$ cat src/hw/rlc_regs.svh
`ifndef RLC_REGS_SVH
`define RLC_REGS_SVH

// Register indices (byte-wide registers, one per 32-bit word).
`define RLC_IDX_CARD_ID       3'h0
`define RLC_IDX_CARD_CFG      3'h1
`define RLC_IDX_STAT_CTRL     3'h2
`define RLC_IDX_MEZZ1         3'h3
`define RLC_IDX_MEZZ2         3'h4
`define RLC_IDX_MEZZ3         3'h5
`define RLC_IDX_LOAD12        3'h6
`define RLC_IDX_LOAD34        3'h7
// Own registers for interrupt status and mask, word indices 8 and 9.
`define RLC_IDX_IRQ_STAT      4'h8
`define RLC_IDX_IRQ_MASK      4'h9

// Field positions in the status and control register.
`define RLC_SC_READY_BIT      0
`define RLC_SC_RESET_BIT      0
`define RLC_SC_OPEN_ALL_BIT   5

// Interrupt event bit positions.
`define RLC_IRQ_READY_BIT     0
`define RLC_IRQ_OPEN_ALL_BIT  1
`define RLC_IRQ_WIDTH         2

// Reset values and fill patterns.
`define RLC_LOAD_RESET        8'h00
`define RLC_SC_FILL           8'hFE
`define RLC_CFG_FILL          6'h3F
`define RLC_BYTE_ZERO         8'h00
`define RLC_IRQ_ZERO          2'h0

// Settling time in microseconds and clock rate in kHz.
`define RLC_SETTLE_US         4001
`define RLC_CLK_KHZ           40000

`endif

$ cat src/hw/rlc_pkg.sv
package rlc_pkg;
    // One register byte.
    typedef logic [7:0] rlc_byte_t;
    // Settling timer states, Gray coded.
    typedef enum logic [1:0] {
        RLC_READY = 2'b00,
        RLC_BUSY  = 2'b01
    } rlc_settle_e;
endpackage : rlc_pkg

$ cat src/hw/rlc_timer_if.sv
`timescale 1ns/1ps
`default_nettype none
// Link between register bank and settling timer.
interface rlc_timer_if;
    logic restart; // One-cycle restart pulse.
    logic busy;    // High while relays settle.
    modport ctrl (output restart, input busy);
    modport tmr  (input restart, output busy);
endinterface : rlc_timer_if
`default_nettype wire

$ cat src/hw/rlc_regbank.sv
// Function
// Writing one closes relay, zero opens.
// Reset drives every relay output open.
// Read-only fixed card type byte at zero.
// Config byte shows two straps, high undefined.
// Status bit0 ready, upper bits read one.
// One settling timer longer than 4 ms.
// Timer restarts on relay writes, reset.
// Writing reset bit pulses board reset.
// Writing open-all bit opens all relays.
// Other status/control write bits are ignored.
// Three mezzanine bytes, upper low nibble.
// Mezzanine straps read one unless pulled.
// Offset 6 drives channels 1 and 2.
// Offset 7 drives channels 3 and 4.
// Load registers write-only, cleared on reset.
// Timer terminal count is a parameter.
`timescale 1ns/1ps
`default_nettype none
`include "rlc_regs.svh"
module rlc_regbank #(
    parameter logic [7:0]  CARD_TYPE_CODE = 8'hA5,  // Arbitrary value.
    parameter int unsigned SETTLE_US      = `RLC_SETTLE_US,
    parameter int unsigned CLK_KHZ        = `RLC_CLK_KHZ,
    parameter int unsigned SETTLE_CYCLES  = (SETTLE_US * CLK_KHZ + 999) / 1000
) (
    input  wire logic              clk_i,
    input  wire logic              rst_i,
    input  wire logic              ce_i,
    // Classic Wishbone slave.
    input  wire logic              wb_cyc_i,
    input  wire logic              wb_stb_i,
    input  wire logic              wb_we_i,
    input  wire logic [5:2]        wb_adr_i,
    input  wire logic [3:0]        wb_sel_i,
    input  wire logic [31:0]       wb_dat_i,
    output logic      [31:0]       wb_dat_o,
    output logic                   wb_ack_o,
    // Strap pins, pulled high on the card.
    input  wire logic [1:0]        cfg_straps_i,
    input  wire logic [3:0]        mezz_slot1_upper_straps_i,
    input  wire logic [3:0]        mezz_slot1_lower_straps_i,
    input  wire logic [3:0]        mezz_slot2_upper_straps_i,
    input  wire logic [3:0]        mezz_slot2_lower_straps_i,
    input  wire logic [3:0]        mezz_slot3_upper_straps_i,
    input  wire logic [3:0]        mezz_slot3_lower_straps_i,
    // Relay drives, board reset and interrupt.
    output rlc_pkg::rlc_byte_t     load_relays_ch1_ch2_o,
    output rlc_pkg::rlc_byte_t     load_relays_ch3_ch4_o,
    output logic                   board_reset_o,
    output logic                   irq_o
);
    import rlc_pkg::*;

    localparam int unsigned NSTRAP = 26;

    // SETTLE_US must exceed four milliseconds; SETTLE_CYCLES itself is only checked to be at least one.
    initial begin
        if (SETTLE_CYCLES < 1 || SETTLE_US <= 4000) begin
            $error("Settling period must exceed four milliseconds.");
        end
    end

    rlc_timer_if tif ();

    // All strap pins collected so one generate loop synchronises them.
    logic [NSTRAP-1:0] strap_raw;
    logic [NSTRAP-1:0] strap_s1_reg;   // First stage, read only by the second.
    logic [NSTRAP-1:0] strap_s2_reg;   // Second stage.
    logic [NSTRAP-1:0] strap_s3_reg;   // Third stage.
    logic [NSTRAP-1:0] strap_reg;      // Accepted value once stages agree.

    assign strap_raw = {mezz_slot3_lower_straps_i, mezz_slot3_upper_straps_i,
                        mezz_slot2_lower_straps_i, mezz_slot2_upper_straps_i,
                        mezz_slot1_lower_straps_i, mezz_slot1_upper_straps_i,
                        cfg_straps_i};

    // Straps come from pins, so each passes three stage flops and the accepted flop before use.
    genvar gi;
    generate
        for (gi = 0; gi < NSTRAP; gi++) begin : g_strap
            always_ff @(posedge clk_i) begin
                if (rst_i) begin
                    strap_s1_reg[gi] <= 1'b1;
                    strap_s2_reg[gi] <= 1'b1;
                    strap_s3_reg[gi] <= 1'b1;
                    strap_reg[gi]    <= 1'b1;    // Unpulled straps read one.
                end else if (ce_i) begin
                    strap_s1_reg[gi] <= strap_raw[gi];
                    strap_s2_reg[gi] <= strap_s1_reg[gi];
                    strap_s3_reg[gi] <= strap_s2_reg[gi];
                    // Take a change only when the last two stages agree.
                    if (strap_s2_reg[gi] == strap_s3_reg[gi]) begin
                        strap_reg[gi] <= strap_s3_reg[gi];
                    end
                end
            end
        end
    endgenerate

    // Bus decode.
    logic       req;          // A request waits that has not been acked.
    logic       wr_stb;       // Write takes effect this cycle.
    logic       lane0;        // Low byte lane enabled.
    logic [3:0] idx;          // Register word index.
    assign req    = wb_cyc_i && wb_stb_i && !wb_ack_o;
    assign wr_stb = req && wb_we_i && ce_i;
    assign lane0  = wb_sel_i[0];
    assign idx    = wb_adr_i;

    logic wr_sc;   // Write to status and control.
    logic wr_l12;  // Write to load select 1 and 2.
    logic wr_l34;  // Write to load select 3 and 4.
    assign wr_sc  = wr_stb && lane0 && (idx == {1'b0, `RLC_IDX_STAT_CTRL});
    assign wr_l12 = wr_stb && lane0 && (idx == {1'b0, `RLC_IDX_LOAD12});
    assign wr_l34 = wr_stb && lane0 && (idx == {1'b0, `RLC_IDX_LOAD34});

    // Only the reset and open-all bits matter; the rest are dropped.
    logic do_board_reset;
    logic do_open_all;
    assign do_board_reset = wr_sc && wb_dat_i[`RLC_SC_RESET_BIT];
    assign do_open_all    = wr_sc && wb_dat_i[`RLC_SC_OPEN_ALL_BIT];

    // The ack register answers one cycle after the request appears.
    always_ff @(posedge clk_i) begin
        if (rst_i) begin
            wb_ack_o <= 1'b0;
        end else if (ce_i) begin
            wb_ack_o <= wb_cyc_i && wb_stb_i && !wb_ack_o;
        end
    end

    // Board reset pulse lasts one cycle; the write that raises it also opens this bank's relays on the same edge.
    always_ff @(posedge clk_i) begin
        if (rst_i) begin
            board_reset_o <= 1'b0;
        end else if (ce_i) begin
            board_reset_o <= do_board_reset;
        end
    end

    // Load select registers: one closes, zero opens.
    always_ff @(posedge clk_i) begin
        if (rst_i) begin
            load_relays_ch1_ch2_o <= `RLC_LOAD_RESET;
            load_relays_ch3_ch4_o <= `RLC_LOAD_RESET;
        end else if (ce_i) begin
            if (do_board_reset || do_open_all) begin
                // Board reset and open-all both force every relay open.
                load_relays_ch1_ch2_o <= `RLC_LOAD_RESET;
                load_relays_ch3_ch4_o <= `RLC_LOAD_RESET;
            end else begin
                if (wr_l12) begin
                    load_relays_ch1_ch2_o <= wb_dat_i[7:0];
                end
                if (wr_l34) begin
                    load_relays_ch3_ch4_o <= wb_dat_i[7:0];
                end
            end
        end
    end

    // Any change to relay state restarts settling, including open-all and board reset.
    assign tif.restart = wr_l12 || wr_l34 || do_open_all || do_board_reset;

    rlc_settle_timer #(
        .SETTLE_CYCLES (SETTLE_CYCLES)
    ) u_timer (
        .clk_i (clk_i),
        .rst_i (rst_i),
        .ce_i  (ce_i),
        .tmr   (tif.tmr)
    );

    // Ready edge detection for the interrupt event.
    logic busy_d_reg;  // Busy one cycle ago.
    always_ff @(posedge clk_i) begin
        if (rst_i) begin
            busy_d_reg <= 1'b1;
        end else if (ce_i) begin
            busy_d_reg <= tif.busy;
        end
    end

    logic [`RLC_IRQ_WIDTH-1:0] irq_event;  // Event pulses.
    assign irq_event[`RLC_IRQ_READY_BIT]    = busy_d_reg && !tif.busy;
    assign irq_event[`RLC_IRQ_OPEN_ALL_BIT] = do_open_all;

    logic wr_ist;   // Write to interrupt status.
    logic wr_imk;   // Write to interrupt mask.
    assign wr_ist = wr_stb && lane0 && (idx == `RLC_IDX_IRQ_STAT);
    assign wr_imk = wr_stb && lane0 && (idx == `RLC_IDX_IRQ_MASK);

    logic [`RLC_IRQ_WIDTH-1:0] irq_stat_reg;  // Sticky events.
    logic [`RLC_IRQ_WIDTH-1:0] irq_mask_reg;  // One enables an event.

    // Sticky status: a new event wins over a write-one clear in the same cycle.
    always_ff @(posedge clk_i) begin
        if (rst_i) begin
            irq_stat_reg <= `RLC_IRQ_ZERO;
        end else if (ce_i) begin
            irq_stat_reg <= (irq_stat_reg & ~(wr_ist ? wb_dat_i[`RLC_IRQ_WIDTH-1:0] : `RLC_IRQ_ZERO))
                            | irq_event;
        end
    end

    // Mask register, plain read and write.
    always_ff @(posedge clk_i) begin
        if (rst_i) begin
            irq_mask_reg <= `RLC_IRQ_ZERO;
        end else if (ce_i && wr_imk) begin
            irq_mask_reg <= wb_dat_i[`RLC_IRQ_WIDTH-1:0];
        end
    end

    // Level interrupt from registers only.
    always_ff @(posedge clk_i) begin
        if (rst_i) begin
            irq_o <= 1'b0;
        end else if (ce_i) begin
            irq_o <= |(irq_stat_reg & irq_mask_reg);
        end
    end

    // Read mux; write-only and unmapped words read zero.
    rlc_byte_t rd_byte;
    always_comb begin
        rd_byte = `RLC_BYTE_ZERO;
        unique case (idx)
            {1'b0, `RLC_IDX_CARD_ID}:   rd_byte = CARD_TYPE_CODE;
            {1'b0, `RLC_IDX_CARD_CFG}:  rd_byte = {`RLC_CFG_FILL, strap_reg[1:0]};
            {1'b0, `RLC_IDX_STAT_CTRL}: rd_byte = `RLC_SC_FILL | {7'h00, !tif.busy};
            {1'b0, `RLC_IDX_MEZZ1}:     rd_byte = strap_reg[9:2];
            {1'b0, `RLC_IDX_MEZZ2}:     rd_byte = strap_reg[17:10];
            {1'b0, `RLC_IDX_MEZZ3}:     rd_byte = strap_reg[25:18];
            `RLC_IDX_IRQ_STAT:          rd_byte = {6'h00, irq_stat_reg};
            `RLC_IDX_IRQ_MASK:          rd_byte = {6'h00, irq_mask_reg};
            default:                    rd_byte = `RLC_BYTE_ZERO;
        endcase
    end

    // Read data is registered together with the ack.
    always_ff @(posedge clk_i) begin
        if (rst_i) begin
            wb_dat_o <= 32'h00000000;
        end else if (ce_i) begin
            wb_dat_o <= {24'h000000, rd_byte};
        end
    end
endmodule : rlc_regbank
`default_nettype wire

$ cat src/hw/rlc_settle_timer.sv
`timescale 1ns/1ps
`default_nettype none
`include "rlc_regs.svh"
// Relay settling timer: counts card clocks after each restart.
module rlc_settle_timer #(
    parameter int unsigned SETTLE_CYCLES = 160040
) (
    input  wire logic  clk_i,
    input  wire logic  rst_i,
    input  wire logic  ce_i,
    rlc_timer_if.tmr   tmr
);
    import rlc_pkg::*;

    localparam int unsigned CW = $clog2(SETTLE_CYCLES + 1);

    // A counter of zero length could never report busy.
    initial begin
        if (SETTLE_CYCLES < 1) begin
            $error("SETTLE_CYCLES must be at least one.");
        end
    end

    logic [CW-1:0] count_reg;   // Cycles still to wait.
    rlc_settle_e   state_reg;   // Ready or busy.

    // Restart on reset or request; busy until the count runs out.
    always_ff @(posedge clk_i) begin
        if (rst_i) begin
            count_reg <= CW'(SETTLE_CYCLES);
            state_reg <= RLC_BUSY;
        end else if (ce_i) begin
            if (tmr.restart) begin
                count_reg <= CW'(SETTLE_CYCLES);
                state_reg <= RLC_BUSY;
            end else begin
                unique case (state_reg)
                    RLC_BUSY: begin
                        // Leave busy only once the full period is over.
                        if (count_reg <= CW'(1)) begin
                            count_reg <= '0;
                            state_reg <= RLC_READY;
                        end else begin
                            count_reg <= count_reg - CW'(1);
                        end
                    end
                    RLC_READY: begin
                        count_reg <= '0;
                    end
                    default: begin
                        state_reg <= RLC_BUSY;
                    end
                endcase
            end
        end
    end

    // Busy follows the state directly.
    assign tmr.busy = (state_reg != RLC_READY);
endmodule : rlc_settle_timer
`default_nettype wire

$ cat config.mk
export PLATFORM = sky130hd
export DESIGN_NAME = rlc_regbank
export DESIGN_NICKNAME = d
export VERILOG_FILES = /design/src/hw/rlc_pkg.sv /design/src/hw/rlc_timer_if.sv /design/src/hw/rlc_regbank.sv /design/src/hw/rlc_settle_timer.sv
export VERILOG_INCLUDE_DIRS = /design/src /design/src/hw
export SDC_FILE = /design/constraint.sdc
export NUM_CORES = 1
export LEC_CHECK = 0
export BUFFER_PORTS_ARGS = -buffer_cell sky130_fd_sc_hd__buf_2
export CAP_MARGIN = 20
export CORE_ASPECT_RATIO = 0.6
export CORE_MARGIN = 2
export CORE_UTILIZATION = 45
export CTS_CLUSTER_SIZE = 12
export DETAILED_ROUTE_END_ITERATION = 7
export GPL_TIMING_DRIVEN = 0
export HOLD_SLACK_MARGIN = 0.12
export MAX_ROUTING_LAYER = met4
export PLACE_DENSITY = 0.67
export REMOVE_ABC_BUFFERS = 1
export SYNTH_ARGS = -nofsm -noshare
export SYNTH_HDL_FRONTEND = slang
export SYNTH_SLANG_ARGS = --single-unit
$ cat constraint.sdc
create_clock -name clk_i -period 2.1 [get_ports clk_i]
set_input_delay 0.105 -clock clk_i [delete_from_list [all_inputs] [get_ports clk_i]]
set_output_delay 0.105 -clock clk_i [all_outputs]
set_load 0.01 [all_outputs]
==> results.md <==
* Detailed Route WL at 14500 µm
* Max Clock Skew at 0.0191 ns
* Vias in the first global route at 4796
* Post-Synth Adder-Cell Area at 0.00529
* First-pass GRT wire length at between 20000 and 25000 µm
* Max-slew violations at 0
* Min Tclk post-route at approximately 2.0 ns
* CTS clk-pin slew, worst paths at 0.07 ns
* Synth top area share at 0.469
* # DRC at 0
* RePlAce Congestion at 0.762
* DIE AREA at around 16000 µm²
* Worst Path Required at around 2.4 ns
* Core box area at between 10000 and 15000 µm²
* CTS Buf Count at 17
* Placed insts at 957
* Final setup vio count at 0
* Synth Area in Simple Gates at 0.172
* Crit start category: flip-flop
* Total power at 7.02 mW
* Final hold vios at 0
* Post-layout util at 0.557
* Die Wd at around 160 µm
* Yosys top cell by area: dfxtp_1
* Layout area overhead at 21.3%
* Total global routing overflow at 0
* Cells after synthesis at 735
* Worst-case clock buffer depth at 2
* Min-delay worst type: primary input to flip-flop
* Leak at approximately 3.5 nW
* Max cap viols at 0
* Routed Antenna Nets at 0
* Setup ws final at just over 0.09 ns
* Element type at the critical path end: flip-flop
* IO buf count at ~70
* Power per standard cell area at just under 900 nW/µm²
* Height of the die at 97.9 µm
* Max frequency at between 400 and 500 MHz
* Mux contribution to synthesized area at 0.0289
* FFs w/ async S/R, synth at 0
* Status: finished, final reports clean
* Synth Warn # at 0
* Syn Area/Cell at ~9 µm²
* Worst skew pair latency at about 0.42 ns
* Complex-gate fraction of the synthesized area at 0.227
* Synth area leaders: dfxtp_1, a211o_1, a21oi_1, nor2b_1, o21bai_1
* Setup TNS Final at 0 ns
* Clock sink count at ~160
* Pre-antenna DRT Iters at 4
* Row cnt at 34
* Antenna diode count at 0
* Root Driver: clkbuf_16
* Slew HR at 0.560
* CP max-delay cell: or4_4
* Largest net degree at the start of global routing at 162
* Synth Cell Area at about 6600 µm²
* XOR/XNOR share of the synthesized area at 0.0225
* Initial Util at 0.459
* RSZ-0062 raised after global routing: yes
* Hold Slack at roughly 0.14 ns
* Distinct cells, synth at 50
* Max H-tree Level at 4
* EDFF count, synth at 0
* Placed instance area at 7000 µm²
* Critical path type: flip-flop to flip-flop
* Postcts setup bufs at 0
* Total number of vias at 5227
* #FFs+latches synth at between 150 and 200
* Via density at 5.10
* Share of cells above drive strength 1 at 0.145
* Initial drt markers at approximately 300
* Sequential area share after synthesis at 0.469
* Biggest cell delay along the critical path at just under 0.6 ns
* Antenna violations before repair at 0
* Tcrit/Tclk final at 0.956
* Main combinational cell family by area after synthesis: compound AO/OA/AOI/OAI gates
* Worst Tran Pin Value at about 0.65 ns
* Critical Path Fanout Max at 7
* Post-route insts no fill at 1025
* GR Util All Layers at 0.186
* Final Cell Area at 8030 µm²
* I/O pins at roughly 120
* Synth Flop Type: dfxtp_1
* Wire per inst at about 14 µm
* TritonCTS clock tree: built
* Cell Chain, Critical Path: or4_4 -> nor4b_2 -> nand3_1 -> nand2b_1 -> o21ai_1
* Final #Nets at a little under 900
* DP HPWL at just under 9000 µm
* Max VDD drop at about 500 µV
* Critical Path AT at ~2.3 ns
* DP Worst Slack at -0.451 ns
## cell usage after synthesis (2+ instances only)
| library cell | count |
|---|---|
| buf_4 | 24 |
| nor3_1 | 6 |
| buf_2 | 3 |
| xor2_1 | 6 |
| or4_4 | 2 |
| nand3_1 | 9 |
| xnor2_1 | 11 |
| a211o_1 | 52 |
| ha_1 | 2 |
| nand3b_1 | 5 |
| o221ai_1 | 2 |
| o21bai_1 | 27 |
| buf_1 | 6 |
| dfxtp_1 | 155 |
| o21ai_2 | 2 |
| o21ai_0 | 36 |
| a22o_1 | 2 |
| nor2b_1 | 66 |
| nand2b_1 | 29 |
| a211oi_1 | 3 |
| inv_1 | 33 |
| a32o_1 | 3 |
| o21ai_1 | 8 |
| nand2_1 | 15 |
| nor4_1 | 3 |
| a22oi_1 | 4 |
| o22ai_1 | 3 |
| nor2_1 | 51 |
| a21oi_1 | 90 |
| or4_1 | 3 |
| mux2i_1 | 18 |
| clkbuf_1 | 38 |
## worst paths after layout
path,slack (ns),depth (start not counted),endpoint,startpoint
setup / recovery,0.09,5,u_timer.count_reg[14],u_timer.count_reg[8]
hold / removal,0.14,2,strap_reg[5],rst_i
hold reg to reg,0.45,2,strap_s3_reg[17],strap_s3_reg[17]
setup reg to reg,0.09,5,u_timer.count_reg[14],u_timer.count_reg[8]
## power by group
group	leakage (nW)	internal (mW)	switching, mW	total [mW]
clock	0.302	2.04	1.24	3.28
sequential	1.27	3.07	0.0911	3.16
combinational	1.95	0.274	0.308	0.582
total	3.53	5.38	1.63	7.02
## layout make-up
cell class | instances | area, µm²
clock inverters | 12 | 184
flip-flops and latches | 155 | 3100
repair buffers | 109 | 795
multi-input cells | 498 | 3130
fillers | 1248 | 6390
well taps | 198 | 248
clock buffers | 20 | 447
inverters | 33 | 124
## what timing repair did
| item | CTS | global route |
|---|---|---|
| endpoints found under the setup margin | 4 | 34 |
| gates resized for setup | 2 | 2 |
| hold buffers | 35 | 0 |
| pin swaps | 0 | 0 |
| cloned | 0 | 1 |
| hold endpoints to repair | 41 | 0 |
## cell usage in the layout (no fill, tap or decap), types with 8 or more instances in the layout
cell / netlist / routed
nor2b_1: 66 / 66
a211o_1: 52 / 52
dfxtp_1: 155 / 155
nand2_1: 15 / 15
nand3_1: 9 / 9
buf_2: 3 / 69
mux2i_1: 18 / 18
o21ai_1: 8 / 8
clkbuf_16: 0 / 18
o21ai_0: 36 / 36
xnor2_1: 11 / 11
nand2b_1: 29 / 29
a21oi_1: 90 / 89
o21bai_1: 27 / 27
conb_1: 1 / 24
dlygate4sd3_1: 0 / 35
inv_1: 33 / 33
nor2_1: 51 / 51
## metal layers
layer / wire [µm] / share of wire / vias to the layer above / track usage
met2: 6330 / 0.44 / 98 / 0.270
met1: 7450 / 0.51 / 2451 / 0.254
li1: - / - / 2660 / -
met4: 171 / 0.012 / 0 / 0.0561
met3: 578 / 0.040 / 18 / 0.0480
met5: 0 / 0 / - / -
## logic make-up after synthesis
| group | Yosys count |
|---|---|
| and+or+nand+nor | 201 |
| adders and majority gates | 3 |
| buffers and inverters | 105 |
| muxes | 19 |
| other | 1 |
| xor gates and xnor gates | 17 |
| DFF | 155 |
| AOI/OAI and AO/OA | 234 |
## worst max-delay path: cells and delay by family (launching register included)
kind | cells | cell delay, ns
flops | 1 | 0.35
simple gates | 4 | 1.40
compound gates | 1 | 0.12
Power figures use the tool's default switching activity.
